### src/rtl/pmc_consts.vh
`ifndef PMC_CONSTS_VH
`define PMC_CONSTS_VH
// Register byte offsets
`define PMC_OFF_MODE 12'h000
`define PMC_OFF_PWREN 12'h004
`define PMC_OFF_DIV 12'h008
`define PMC_OFF_EXTCFG 12'h00C
`define PMC_OFF_MAP 12'h010
`define PMC_OFF_WAKEEN 12'h014
`define PMC_OFF_STATUS 12'h018
// Mode register bits
`define PMC_MODE_IDLE 0
`define PMC_MODE_PDOWN 1
// External config field position of the polarity bits
`define PMC_POL_LSB 16
// Divider encodings
`define PMC_DIV_W 2
`define PMC_DIV_FULL 2'h1
`define PMC_DIV_HALF 2'h2
`define PMC_DIV_QUARTER 2'h0
// Last divider count at quarter rate
`define PMC_DIV_LIM_QUARTER 2'h3
// Reset values
`define PMC_PWREN_RST 32'hFFFF_FFFF
`define PMC_ZERO 32'h0000_0000
// Vector map encodings
`define PMC_MAP_FLASH 1'b0
`define PMC_MAP_SRAM 1'b1
`endif

### src/rtl/pmc_top.v
// Contract
// Idle halts processor until reset or interrupt.
// Peripheral clock keeps running in idle; peripheral interrupt ends idle.
// Idle gates clocks of processor, memories and internal buses.
// Power-down stops the oscillator; no internal clock toggles.
// Power-down keeps all state and holds output pins static.
// Power-down left only by reset or clockless interrupt.
// Each power-down wake passes the oscillator wake-up timer.
// One enable per peripheral; clearing it switches that one off.
// Peripheral clock divides processor clock by one, two or four.
// After reset the peripheral clock is one quarter rate.
// A running PLL stays active during idle.
// Nine external interrupt pins, edge or level, merge to four lines.
// A configured external interrupt wakes from power-down.
// Vector region at zero maps to flash or SRAM.
// Divider ratio changes never produce a short peripheral pulse.
`timescale 1ns/1ps
`include "pmc_consts.vh"
module pmc_top #(
  parameter NPERIPH = 32,
  parameter NEXT = 9,
  parameter WAKE_CYCLES = 16
) (
  // APB clock and reset
  input wire pclk,
  input wire presetn,
  // APB slave
  input wire psel,
  input wire penable,
  input wire pwrite,
  input wire [11:0] paddr,
  input wire [31:0] pwdata,
  output reg [31:0] prdata,
  output reg pready,
  output reg pslverr,
  // Interrupt sources
  input wire periph_irq,
  input wire [NEXT-1:0] ext_pin,
  // PLL state
  input wire pll_running,
  // Clock and power controls
  output reg cpu_clk_en,
  output reg mem_bus_clk_en,
  output reg osc_en,
  output reg pll_keep,
  output reg pin_hold,
  output reg periph_clk_en,
  output reg [NPERIPH-1:0] periph_pwr_en,
  output reg [3:0] ext_irq,
  output reg vec_map_sram
);

  localparam ST_RUN = 2'h0;
  localparam ST_IDLE = 2'h1;
  localparam ST_PDOWN = 2'h2;
  localparam ST_WAKE = 2'h3;

  // Power mode state
  reg [1:0] state;

  // Peripheral clock ratio, phase counter and the ratio in force
  reg [1:0] div_sel;
  reg [1:0] div_cnt;
  reg [1:0] div_lim_cur;

  // External pin sense configuration and last sampled levels
  reg [NEXT-1:0] ext_edge;
  reg [NEXT-1:0] ext_pol;
  reg [NEXT-1:0] ext_prev;

  // Wake-up line enables and oscillator settle counter
  reg [3:0] wake_en;
  reg [15:0] wake_cnt;

  // Combinational results
  reg [3:0] next_ext_irq;
  reg [1:0] div_limit;
  integer i;

  // Bus phase decode: writes land in the access phase, reads decode in setup
  wire wr = psel & penable & pwrite;
  wire rd_setup = psel & ~penable;

  // Pin to line merge: pin i feeds line i mod 4
  function [3:0] merge;
    input [NEXT-1:0] act;
    integer k;
    begin
      merge = 4'h0;
      for (k = 0; k < NEXT; k = k + 1) begin
        merge[k % 4] = merge[k % 4] | act[k];
      end
    end
  endfunction

  // Last count value for a ratio
  function [1:0] limit_of;
    input [1:0] sel;
    begin
      if (sel == `PMC_DIV_FULL) begin
        limit_of = 2'h0;
      end else if (sel == `PMC_DIV_HALF) begin
        limit_of = 2'h1;
      end else begin
        limit_of = 2'h3;
      end
    end
  endfunction

  // External pin activity, edge or level per pin
  always @* begin : ext_detect
    reg [NEXT-1:0] act;
    act = {NEXT{1'b0}};
    for (i = 0; i < NEXT; i = i + 1) begin
      if (ext_edge[i]) begin
        // Edge mode: a change onto the active level
        act[i] = (ext_pin[i] ^ ext_prev[i]) & ~(ext_pin[i] ^ ext_pol[i]);
      end else begin
        // Level mode: pin sits at the active level
        act[i] = ~(ext_pin[i] ^ ext_pol[i]);
      end
    end
    // merge to four
    next_ext_irq = merge(act);
    div_limit = limit_of(div_sel);
  end

  // Settle counter has reached its last value
  wire wake_done = (wake_cnt == WAKE_CYCLES - 1);
  // Clockless wake request: an enabled line on which any one pin matches its polarity
  wire pdown_wake = |(merge(ext_pin ~^ ext_pol) & wake_en);

  // APB answer: ready one cycle after setup, read data decoded in setup
  always @(posedge pclk or negedge presetn) begin
    if (!presetn) begin
      prdata <= `PMC_ZERO;
      pready <= 1'b0;
      pslverr <= 1'b0;
    end else begin
      pready <= rd_setup;
      pslverr <= 1'b0;
      if (rd_setup) begin
        prdata <= `PMC_ZERO;
        if (paddr == `PMC_OFF_MODE) begin
          // Mode register reads back the current mode
          prdata <= {30'h0000_0000, state == ST_PDOWN, state == ST_IDLE};
        end else if (paddr == `PMC_OFF_PWREN) begin
          // Peripheral power enables
          prdata <= periph_pwr_en;
        end else if (paddr == `PMC_OFF_DIV) begin
          // Ratio select as written
          prdata <= {30'h0000_0000, div_sel};
        end else if (paddr == `PMC_OFF_EXTCFG) begin
          // Polarity and edge mode per pin
          prdata <= {7'h00, ext_pol, 7'h00, ext_edge};
        end else if (paddr == `PMC_OFF_MAP) begin
          // Vector map select
          prdata <= {31'h0000_0000, vec_map_sram};
        end else if (paddr == `PMC_OFF_WAKEEN) begin
          // Wake line enables
          prdata <= {28'h000_0000, wake_en};
        end else if (paddr == `PMC_OFF_STATUS) begin
          // Merged interrupt lines
          prdata <= {28'h000_0000, ext_irq};
        end else begin
          // Unmapped offset is refused
          pslverr <= 1'b1;
        end
      end
    end
  end

  // Register writes, taken at the access edge
  always @(posedge pclk or negedge presetn) begin
    if (!presetn) begin
      // all peripherals powered at reset
      periph_pwr_en <= {NPERIPH{1'b1}};
      // quarter rate at reset
      div_sel <= `PMC_DIV_QUARTER;
      // Level sense, low polarity at reset
      ext_edge <= {NEXT{1'b0}};
      ext_pol <= {NEXT{1'b0}};
      wake_en <= 4'h0;
      // vectors from flash at reset
      vec_map_sram <= `PMC_MAP_FLASH;
    end else if (wr && pready) begin
      if (paddr == `PMC_OFF_PWREN) begin
        // per-peripheral enable
        periph_pwr_en <= pwdata[NPERIPH-1:0];
      end else if (paddr == `PMC_OFF_DIV) begin
        // ratio select
        div_sel <= pwdata[1:0];
      end else if (paddr == `PMC_OFF_EXTCFG) begin
        // per-pin edge or level and polarity
        ext_edge <= pwdata[NEXT-1:0];
        ext_pol <= pwdata[`PMC_POL_LSB+NEXT-1:`PMC_POL_LSB];
      end else if (paddr == `PMC_OFF_MAP) begin
        // vector map select
        vec_map_sram <= pwdata[0];
      end else if (paddr == `PMC_OFF_WAKEEN) begin
        // wake line enables
        wake_en <= pwdata[3:0];
      end
    end
  end

  // External pin history and merged interrupt lines
  always @(posedge pclk or negedge presetn) begin
    if (!presetn) begin
      ext_prev <= {NEXT{1'b0}};
      ext_irq <= 4'h0;
    end else begin
      // Edge mode compares against this
      ext_prev <= ext_pin;
      // four registered request lines
      ext_irq <= next_ext_irq;
    end
  end

  // Power mode sequencer
  always @(posedge pclk or negedge presetn) begin
    if (!presetn) begin
      state <= ST_RUN;
      wake_cnt <= 16'h0000;
    end else begin
      case (state)
        ST_RUN: begin
          // Mode write: power-down wins over idle
          if (wr && pready && paddr == `PMC_OFF_MODE) begin
            if (pwdata[`PMC_MODE_PDOWN]) begin
              // enter power-down
              state <= ST_PDOWN;
            end else if (pwdata[`PMC_MODE_IDLE]) begin
              // enter idle
              state <= ST_IDLE;
            end
          end
        end
        ST_IDLE: begin
          // any interrupt resumes, else stay halted
          if (periph_irq || (|next_ext_irq)) begin
            state <= ST_RUN;
          end
        end
        ST_PDOWN: begin
          // clockless wake
          if (pdown_wake) begin
            state <= ST_WAKE;
            wake_cnt <= 16'h0000;
          end
        end
        default: begin
          // oscillator settle
          if (wake_done) begin
            state <= ST_RUN;
          end else begin
            wake_cnt <= wake_cnt + 16'h0001;
          end
        end
      endcase
    end
  end

  // Clock and pin gating per power mode
  always @(posedge pclk or negedge presetn) begin
    if (!presetn) begin
      cpu_clk_en <= 1'b1;
      mem_bus_clk_en <= 1'b1;
      osc_en <= 1'b1;
      pll_keep <= 1'b0;
      pin_hold <= 1'b0;
    end else begin
      // idle clock removal
      cpu_clk_en <= (state == ST_RUN);
      mem_bus_clk_en <= (state == ST_RUN);
      // oscillator off
      osc_en <= (state != ST_PDOWN);
      // PLL kept in idle
      pll_keep <= pll_running & (state != ST_PDOWN);
      // freeze pins and state
      pin_hold <= (state == ST_PDOWN) || (state == ST_WAKE);
    end
  end

  // Peripheral clock enable divider
  always @(posedge pclk or negedge presetn) begin
    if (!presetn) begin
      periph_clk_en <= 1'b0;
      div_cnt <= 2'h0;
      // quarter-rate ratio in force at reset
      div_lim_cur <= `PMC_DIV_LIM_QUARTER;
    end else begin
      // divider runs in run and idle
      if (state == ST_PDOWN || state == ST_WAKE) begin
        periph_clk_en <= 1'b0;
      end else if (div_cnt >= div_lim_cur) begin
        // new ratio taken only at period end
        div_cnt <= 2'h0;
        div_lim_cur <= div_limit;
        periph_clk_en <= 1'b1;
      end else begin
        div_cnt <= div_cnt + 2'h1;
        periph_clk_en <= 1'b0;
      end
    end
  end

endmodule // pmc_top

### config.mk
export PLATFORM = sky130hd
export DESIGN_NAME = pmc_top
export DESIGN_NICKNAME = d
export VERILOG_FILES = /design/src/rtl/pmc_top.v
export VERILOG_INCLUDE_DIRS = /design/src /design/src/rtl
export SDC_FILE = /design/constraint.sdc
export NUM_CORES = 1
export LEC_CHECK = 0
export BUFFER_PORTS_ARGS = -buffer_cell sky130_fd_sc_hd__buf_4
export CAP_MARGIN = 10
export CELL_PAD_IN_SITES_DETAIL_PLACEMENT = 1
export CELL_PAD_IN_SITES_GLOBAL_PLACEMENT = 1
export CORE_MARGIN = 4
export CORE_UTILIZATION = 42
export DETAILED_ROUTE_END_ITERATION = 7
export PLACE_DENSITY = 0.8
export SETUP_SLACK_MARGIN = 0.2
export SKIP_CTS_REPAIR_TIMING = 1
export SLEW_MARGIN = 20
export SYNTH_ARGS = -nofsm -noshare
export SYNTH_HDL_FRONTEND = slang
export SYNTH_SLANG_ARGS = --single-unit
### constraint.sdc
create_clock -name pclk -period 2.2 [get_ports pclk]
set_input_delay 0.33 -clock pclk [delete_from_list [all_inputs] [get_ports pclk]]
set_output_delay 0.33 -clock pclk [all_outputs]
set_load 0.01 [all_outputs]
==> impl_metrics.toml, run 1 <==
[sta]
fmax_ghz = 0.528
rsz0062_at_grt = "yes"
worstMarginPinSlew_ns = 0.511
hold_viol_final = 0
drv_slew = 0
fin_crit_sh = 0.860
layout_min_cycle_time_ns = 1.89
slew_headroom = 0.656
fin_skew_ns = 0.00826
setup_violations = 0

[hold_path]
min_from = "ext_pin[8]"
hp-class = "in -> reg"

[die]
coreArea_mm2 = 0.0139
die_w_um = 128
die_h_um = 128
fp-row-count = 43
ios = 137
start_util = 0.431
fp.dieArea_mm2 = 0.0163

[grt]
grt_usage = 0.228
grt_pass1_vias = 5195
grt_max_degree = 60
grt_overflow_total = 0
antenna_found_initial = 1
grt_pass1_wl_mm = 29.2

[pwr]
leakagePower_nw = 3.90
power_density_mw_per_mm2 = 690
peakVddDrop_mv = 0.509

[detailed_routing]
vias = 4758
drtAntennaViolNets = 0
via_per_inst = 5.61
wl_per_cell_um = 21.3
wl_mm = 18.1
dr.pass1.iters = 4
drt_iter0_drc = 262
drc = 0

[placed_design]
gp_congestion = 0.905
dp_hpwl_mm = 12.6
io_buffer_count = 136
dpl-instance-area_mm2 = 0.00735
dpl.cell_count = 814

[setup_path]
crit_type = "reg -> reg"
end_kind = "flop"
startpoint = "pready$_DFF_PN0_"
crit_path_start_kind = "flop"
cp_data_required_time_ns = 2.54
rrSetupSlack_ns = 0.31
regToRegStartpoint = "pready$_DFF_PN0_"
critPathArrivalTime_ns = 2.23
crit_fanout = 8

[final_layout]
area_growth_pct = 32.7
num-nets-final = 718
fin_area_mm2 = 0.00797
fin_util = 0.572
drive_gt1_frac = 0.457
instances_no_fill = 848

[synthesis]
yosysSeqAreaShare = 0.553
synth_top_family_by_area = "multiplexers"
syn_inst = 503
avgSynthCellArea_um2 = 11.9
muxShareOfSynthArea = 0.137
ys_types = 61
synthXorXnorAreaFrac = 0.0219
yosys_warnings = 0
synth-seq-cells = 131
yosys.area_share.simple = 0.126
synth_fa_ha_area_frac = 0.00833
ys_async_sr_fraction = 1.00
synth_edf_count = 0
syn-cell-area_mm2 = 0.00601
synth_fp_nets = 567
ys.flop_type = "dfrtp_1"
synth_compound_area_frac = 0.121

[clocking]
clk_pin_slew_ns = 0.06
h-tree-depth = 4
clk-insertion-delay-late_ns = 0.42
cts_buffer_depth = 2
cts_tree = "done"
cts_buffers = 17
clockRootBuffer = "clkbuf_16"
clock-sinks = 131

[flow_run]
drv_cap = 0

[run_status]
outcome = "finished, final reports clean"
-- cell families after synthesis --
family | after synthesis
and+or+nand+nor | 148
DFF | 131
AOI/OAI and AO/OA | 99
muxes | 64
buffers and inverters | 42
xor gates and xnor gates | 15
adders and majority gates | 4
-- per-stage QoR --
step                      setup slack [ns]  power (mW)  hold WS (ns)  TNS [ns]
final                                0.308        5.50        0.0352         0
after global routing                 0.157        5.71        0.0207         0
after CTS                           0.0868        5.54        -0.129         0
after detailed placement            -0.180        2.79         0.325     -5.02
after global placement              -0.116        2.78         0.315     -3.41
after floorplan                      0.135        2.58        0.0344         0
-- final timing paths --
check / endpoint / cells after the start
worst min register to register: prdata[21]$_DFFE_PN0P_ / 2
min in group asynchronous: prdata[11]$_DFFE_PN0P_ / 2
worst min-delay path: ext_prev[8]$_DFF_PN0_ / 1
worst max-delay path: periph_pwr_en[29]$_DFFE_PN1P_ / 5
max in group asynchronous: osc_en$_DFF_PN1_ / 3
worst max register to register: periph_pwr_en[29]$_DFFE_PN1P_ / 5
-- Yosys cell counts, drive strengths merged, types with 3 or more instances --
cell type	number	share of area
inv	16	0.010
dfrtp	95	0.40
o21ai	13	0.011
nand2b	4	0.0042
dfstp	36	0.16
ha	4	0.0083
mux2	56	0.12
mux2i	8	0.013
a31o	3	0.0044
and4	3	0.0044
xor2	7	0.010
nand2	53	0.033
nor3	14	0.012
buf	9	0.012
nand4	7	0.0073
a31oi	7	0.0073
a2bb2oi	3	0.0044
clkbuf	17	0.011
a21boi	3	0.0037
nor4b	3	0.0044
a41oi	4	0.0058
or3	4	0.0050
nor2	18	0.012
and3	5	0.0052
xnor2	8	0.012
nand3	14	0.012
a22o	17	0.025
or2	3	0.0031
nor2b	5	0.0052
a22oi	16	0.020
nor4	6	0.0073
a21oi	17	0.015
-- report_power, final --
| part | internal [mW] | leakage, nW | switching (mW) | total, mW |
|---|---|---|---|---|
| logic | 0.133 | 2.05 | 0.166 | 0.298 |
| clock network | 1.66 | 0.284 | 1.09 | 2.75 |
| registers | 2.44 | 1.57 | 0.0155 | 2.45 |
-- worst max-delay path: stages (launching register included) --
cell	delay, ns
dfrtp_1	0.35
nand4_1	0.17
or3_4	0.37
or3_4	0.41
buf_4	0.21
mux2_4	0.31
-- per-layer routing --
layer | wire length [um] | global-route usage | vias to the layer above
li1 | - | - | 2134
met1 | 7780 | 0.301 | 2455
met2 | 9100 | 0.378 | 147
met3 | 896 | 0.0456 | 22
met4 | 295 | 0.0799 | 0
met5 | 0 | 0 | -
-- layout by cell type (no fill, tap or decap), types with 3 or more instances in the layout --
cell,instances
and3_1,5
mux2_4,30
clkbuf_16,17
a31o_2,3
xnor2_1,8
a21oi_1,16
mux2_2,26
nor2b_1,5
o21ai_0,13
buf_4,153
nor4_1,4
nand3_1,14
a22oi_1,16
nand2b_1,3
nor2_1,16
xor2_1,7
a41oi_1,4
inv_1,14
a2bb2oi_1,3
dfrtp_1,94
mux2i_1,8
dfstp_2,36
nor3_1,14
nand2_1,52
a22o_1,17
nand4_1,7
ha_1,3
buf_12,4
a31oi_1,7
clkinv_2,7
-- sequential cells by signal, indices dropped and copies added, names as in the netlist, 2 cells and up --
name,cells
div_cnt,2
div_lim_cur,2
div_sel,2
ext_edge,9
ext_irq,4
ext_pol,9
ext_prev,9
periph_pwr_en,32
prdata,32
state,2
wake_cnt,16
wake_en,4
-- cell type report --
class | count | area (um2)
Fill cell | 1469 | 5960
Sequential cell | 131 | 3320
Multi-Input combinational cell | 330 | 2550
Timing Repair Buffer | 158 | 1240
Clock buffer | 18 | 429
Tap cell | 180 | 225
Clock inverter | 14 | 138
Inverter | 16 | 60.1
Antenna cell | 1 | 2.50
Note: power is estimated with default switching activity, not from simulation.
==> run 2: changes to the inputs <==
--- a/config.mk
+++ b/config.mk
@@ -10,6 +10,7 @@
 export CAP_MARGIN = 10
 export CELL_PAD_IN_SITES_DETAIL_PLACEMENT = 1
 export CELL_PAD_IN_SITES_GLOBAL_PLACEMENT = 1
+export CORE_ASPECT_RATIO = 1.2
 export CORE_MARGIN = 4
 export CORE_UTILIZATION = 42
 export DETAILED_ROUTE_END_ITERATION = 7
==> run 2 against run 1 <==
  * Non-clock buffer count up 9
  * Highest routed layer unchanged
  * Largest power group unchanged
  * Register-to-register slack worse by 0.11 ns
  * Sequential power about the same
  * Final cell count down 0.12%
  * Critical path depth unchanged
  * Clock-buffer cell count unchanged
==> impl_metrics.toml, run 2 (synthesis results as in run 1) <==
[run_status]
outcome = "finished, final reports clean"

[hold_path]
hp-class = "in -> reg"
holdPathEnd = "ext_prev[5]$_DFF_PN0_"
min_from = "ext_pin[5]"
whs_path_depth = 1

[sta]
rsz0062_at_grt = "yes"
tns_ns = 0
fin_crit_sh = 0.910
postLayoutSetupSlackWorst_ns = 0.197
layout_min_cycle_time_ns = 2.00
fmax_ghz = 0.499
hold_viol_final = 0
slew_headroom = 0.583
fin_skew_ns = 0.00775
worstMarginPinSlew_ns = 0.626
drv_slew = 0
setup_violations = 0

[flow_run]
drv_cap = 0

[setup_path]
crit_fanout = 4
rrSetupSlack_ns = 0.20
startpoint = "wake_cnt[10]$_DFFE_PN0P_"
reg2reg_depth = 5
end_kind = "flop"
critPathArrivalTime_ns = 2.30
crit_path_start_kind = "flop"
cp_data_required_time_ns = 2.50
crit_type = "reg -> reg"
r2r_end = "wake_cnt[11]$_DFFE_PN0P_"
regToRegStartpoint = "wake_cnt[10]$_DFFE_PN0P_"

[final_layout]
fin_area_mm2 = 0.00808
drive_gt1_frac = 0.464
num-nets-final = 727
final_common_cell = "buf_4"
multi_input_area_mm2 = 0.00257
seq_area_mm2 = 0.00332
nFillCells = 1448
top_regs = "periph_pwr_en x32, prdata x32, wake_cnt x16"
final_cell_mix = "buf_4, dfrtp_1, nand2_1, dfstp_2, mux2_4"
area_growth_pct = 34.6
diodes = 0

[clocking]
clk-insertion-delay-late_ns = 0.43
clockRootBuffer = "clkbuf_16"
clock-sinks = 131
cts_buffer_depth = 2
cts_tree = "done"
clk_pin_slew_ns = 0.06
h-tree-depth = 4
cts_buffers = 17

[placed_design]
pre_cts_ws_ns = -0.177
dp_hpwl_mm = 13.4
dpl-instance-area_mm2 = 0.00737
io_buffer_count = 136
gp_congestion = 0.872

[die]
ios = 137
die_h_um = 139
die_w_um = 117
start_util = 0.431
coreArea_mm2 = 0.0139
fp.dieArea_mm2 = 0.0163
fp-row-count = 47

[detailed_routing]
met1_length_mm = 7.86
met3_length_um = 963
wl_per_cell_um = 23.9
wl_met2_mm = 10.9
via_per_inst = 5.86
vias = 4965
drc = 0
top_layer = "met4"
drtAntennaViolNets = 0
drt_iter0_drc = 275
dr.pass1.iters = 4
wl_mm = 20.3

[pwr]
power_density_mw_per_mm2 = 699
combPwrFrac = 0.056
pwr-share-seq = 0.435
peakVddDrop_mv = 0.422
p_switching_mw = 1.37
sw_frac_of_total = 0.242
clock_power_share = 0.510
internal-power_mw = 4.28
leakagePower_nw = 3.96
report.power.total_mw = 5.65

[grt]
grt_pass1_vias = 5462
grt_overflow_total = 0
grt_pass1_wl_mm = 31.3
antenna_found_initial = 0
grt_max_degree = 47
grt_usage = 0.252
-- run 2: per-layer routing --
metal  vias to the layer above  global-route usage
met3                        41              0.0511
li1                       2156                   -
met2                       173               0.434
met1                      2595               0.307
met4                         0              0.0930
met5                         -                   0
-- run 2: final cells by class --
cell class              instances  share of cell area
clock buffers                  18              0.0543
well taps                     171              0.0265
flip-flops and latches        131               0.411
clock inverters                14              0.0189
inverters                      16             0.00743
repair buffers                167               0.164
multi-input cells             330               0.317
-- run 2: per-stage QoR --
stage	cells	hold slack [ns]	utilization
2_1_floorplan	503	0.0344	-
3_3_place_gp	808	0.381	0.529
3_5_place_dp	808	0.384	0.529
4_1_cts	840	-0.0812	0.571
5_1_grt	847	0.0183	0.580
6_report	847	0.0324	0.580
-- run 2: worst max-delay path by stage --
stage                     cells past startpoint                            end  slack [ns]
after floorplan                               7   periph_pwr_en[0]$_DFFE_PN1P_        0.14
after global placement                        7  periph_pwr_en[19]$_DFFE_PN1P_       -0.13
after detailed placement                      7  periph_pwr_en[14]$_DFFE_PN1P_       -0.18
after CTS                                     6        wake_cnt[4]$_DFFE_PN0P_        0.04
after global routing                          5       wake_cnt[11]$_DFFE_PN0P_        0.14
final                                         5       wake_cnt[11]$_DFFE_PN0P_        0.20
-- run 2: power by group through the flow --
| stage | Sequential [mW] | Combinational (mW) | Clock, mW |
|---|---|---|---|
| finish | 2.45 | 0.315 | 2.88 |
| global route | 2.46 | 0.344 | 3.02 |
| CTS | 2.45 | 0.313 | 2.91 |
| detailed placement | 2.49 | 0.305 | 0 |
| global placement | 2.49 | 0.290 | 0 |
| floorplan | 2.49 | 0.0919 | 0 |
-- run 2: worst max-delay path: stages, from the launching register on --
cell and delay, ns:
dfrtp_1 0.42, nor4_1 0.54, nand4_1 0.31, o211ai_1 0.28, mux2i_1 0.21, o22ai_1 0.10
==> run 3: changes to the inputs <==
--- a/config.mk
+++ b/config.mk
@@ -6,11 +6,10 @@
 export SDC_FILE = /design/constraint.sdc
 export NUM_CORES = 1
 export LEC_CHECK = 0
-export BUFFER_PORTS_ARGS = -buffer_cell sky130_fd_sc_hd__buf_4
+export BUFFER_PORTS_ARGS = -buffer_cell sky130_fd_sc_hd__buf_2
 export CAP_MARGIN = 10
 export CELL_PAD_IN_SITES_DETAIL_PLACEMENT = 1
 export CELL_PAD_IN_SITES_GLOBAL_PLACEMENT = 1
-export CORE_ASPECT_RATIO = 1.2
 export CORE_MARGIN = 4
 export CORE_UTILIZATION = 42
 export DETAILED_ROUTE_END_ITERATION = 7
@@ -21,3 +20,4 @@
 export SYNTH_ARGS = -nofsm -noshare
 export SYNTH_HDL_FRONTEND = slang
 export SYNTH_SLANG_ARGS = --single-unit
+export TNS_END_PERCENT = 20
==> run 3 against run 2 <==
  * Sequential share of layout area is 2.4 points higher
  * Final cell count is 0.35% higher
  * Setup slack better by 0.097 ns
  * Utilization is 3.2 points lower
  * Largest power group unchanged
==> impl_metrics.toml, run 3 (synthesis results as in run 1) <==
[sta]
setup_violations = 0
hold_viol_final = 0
rsz0062_at_grt = "no"
tns_ns = 0
postLayoutSetupSlackWorst_ns = 0.294
fin_skew_ns = 0.00785
fmax_ghz = 0.525
fin_crit_sh = 0.866
drv_slew = 0
layout_min_cycle_time_ns = 1.91
worstMarginPinSlew_ns = 0.590
slew_headroom = 0.607

[pwr]
report.power.total_mw = 5.39
peakVddDrop_mv = 0.579
power_density_mw_per_mm2 = 705
leakagePower_nw = 3.85

[die]
ios = 137
die_h_um = 128
start_util = 0.431
die_w_um = 128
coreArea_mm2 = 0.0139
fp-row-count = 43
fp.dieArea_mm2 = 0.0163

[clocking]
clock-sinks = 131
clockRootBuffer = "clkbuf_16"
h-tree-depth = 4
cts_buffer_depth = 2
cts_buffers = 17
clk_pin_slew_ns = 0.05
cts_tree = "done"
clk-insertion-delay-late_ns = 0.42

[setup_path]
r2r_end = "periph_pwr_en[23]$_DFFE_PN1P_"
end_kind = "flop"
regToRegStartpoint = "pready$_DFF_PN0_"
critPathArrivalTime_ns = 2.25
cp_data_required_time_ns = 2.54
rrSetupSlack_ns = 0.29
crit_fanout = 19
crit_path_start_kind = "flop"
critPathTopFamily = "simple AND/OR/NAND/NOR gates"
critPathMaxStageDelay_ns = 0.41
reg2reg_depth = 5
critical_path.cell_chain = "nand4_1 > or3_4 > or3_4 > buf_12 > mux2_4"
cp_num_buf_inv = 1
cpMostUsedCell = "or3_4"
slowest_stage = "or3_4"
crit_type = "reg -> reg"

[grt]
antenna_found_initial = 1
grt_pass1_vias = 5157
grt_pass1_wl_mm = 28.7
grt_overflow_total = 0
grt_max_degree = 51
grt_usage = 0.228

[hold_path]
hp-class = "in -> reg"
holdPathEnd = "ext_prev[7]$_DFF_PN0_"
min_from = "ext_pin[7]"
whs_path_depth = 1

[final_layout]
final_common_cell = "buf_2"
nFillCells = 1504
fin_area_mm2 = 0.00764
multi_input_area_mm2 = 0.00255
instances_no_fill = 850
area_growth_pct = 27.1
top_regs = "periph_pwr_en x32, prdata x32, wake_cnt x16"
num-nets-final = 721
drive_gt1_frac = 0.446
final_cell_mix = "buf_2, dfrtp_1, nand2_1, dfstp_2, mux2_4"
seq_area_mm2 = 0.00332
diodes = 0

[detailed_routing]
dr.pass1.iters = 7
wl_per_cell_um = 21.3
drc = 0
vias = 4723
drtAntennaViolNets = 0
via_per_inst = 5.56
wl_mm = 18.1
drt_iter0_drc = 261

[placed_design]
pre_cts_ws_ns = -0.192
dpl.cell_count = 817
io_buffer_count = 136
gp_congestion = 0.846
dpl-instance-area_mm2 = 0.00702
dp_hpwl_mm = 12.6

[flow_run]
drv_cap = 0

[run_status]
outcome = "finished, final reports clean"
-- run 3: worst max path at each step --
stage               cells after the start                       endpoint                    start
finish                                  5  periph_pwr_en[23]$_DFFE_PN1P_         pready$_DFF_PN0_
global route                            6       wake_cnt[10]$_DFFE_PN0P_  wake_cnt[1]$_DFFE_PN0P_
CTS                                     6        wake_cnt[4]$_DFFE_PN0P_  wake_cnt[1]$_DFFE_PN0P_
detailed placement                      7  periph_pwr_en[28]$_DFFE_PN1P_                paddr[10]
global placement                        7  periph_pwr_en[14]$_DFFE_PN1P_                paddr[10]
floorplan                               7   periph_pwr_en[0]$_DFFE_PN1P_                paddr[10]
-- run 3: per-stage QoR --
step | util | hold slack [ns]
2_1_floorplan | - | 0.0344
3_3_place_gp | 0.504 | 0.361
3_5_place_dp | 0.504 | 0.372
4_1_cts | 0.544 | -0.0752
5_1_grt | 0.548 | 0.0287
6_report | 0.548 | 0.0493
-- run 3: worst reg2reg max path, stage by stage, from the launching register on --
cell and delay (ns):
dfrtp_1 0.36, nand4_1 0.17, or3_4 0.37, or3_4 0.41
buf_12 0.18, mux2_4 0.34
-- run 3: metal layers --
metal	vias to the layer above	track usage	part of all wire
met3	16	0.0531	0.049
met5	-	0	0.00072
met4	2	0.0637	0.013
met2	126	0.401	0.52
li1	2146	-	-
met1	2433	0.281	0.42
-- run 3: final cells by class --
cell class | count | share of cell area
flip-flops and latches | 131 | 0.435
inverters | 16 | 0.00786
repair buffers | 161 | 0.121
multi-input cells | 330 | 0.334
clock inverters | 5 | 0.00655
clock buffers | 27 | 0.0659
well taps | 180 | 0.0295
-- run 3: power breakdown --
part	internal (mW)	total (mW)	leakage (nW)	switching, mW
logic	0.0992	0.267	2.00	0.168
clock network	1.67	2.67	0.275	1.00
registers	2.44	2.45	1.57	0.0140
total	4.20	5.39	3.85	1.18
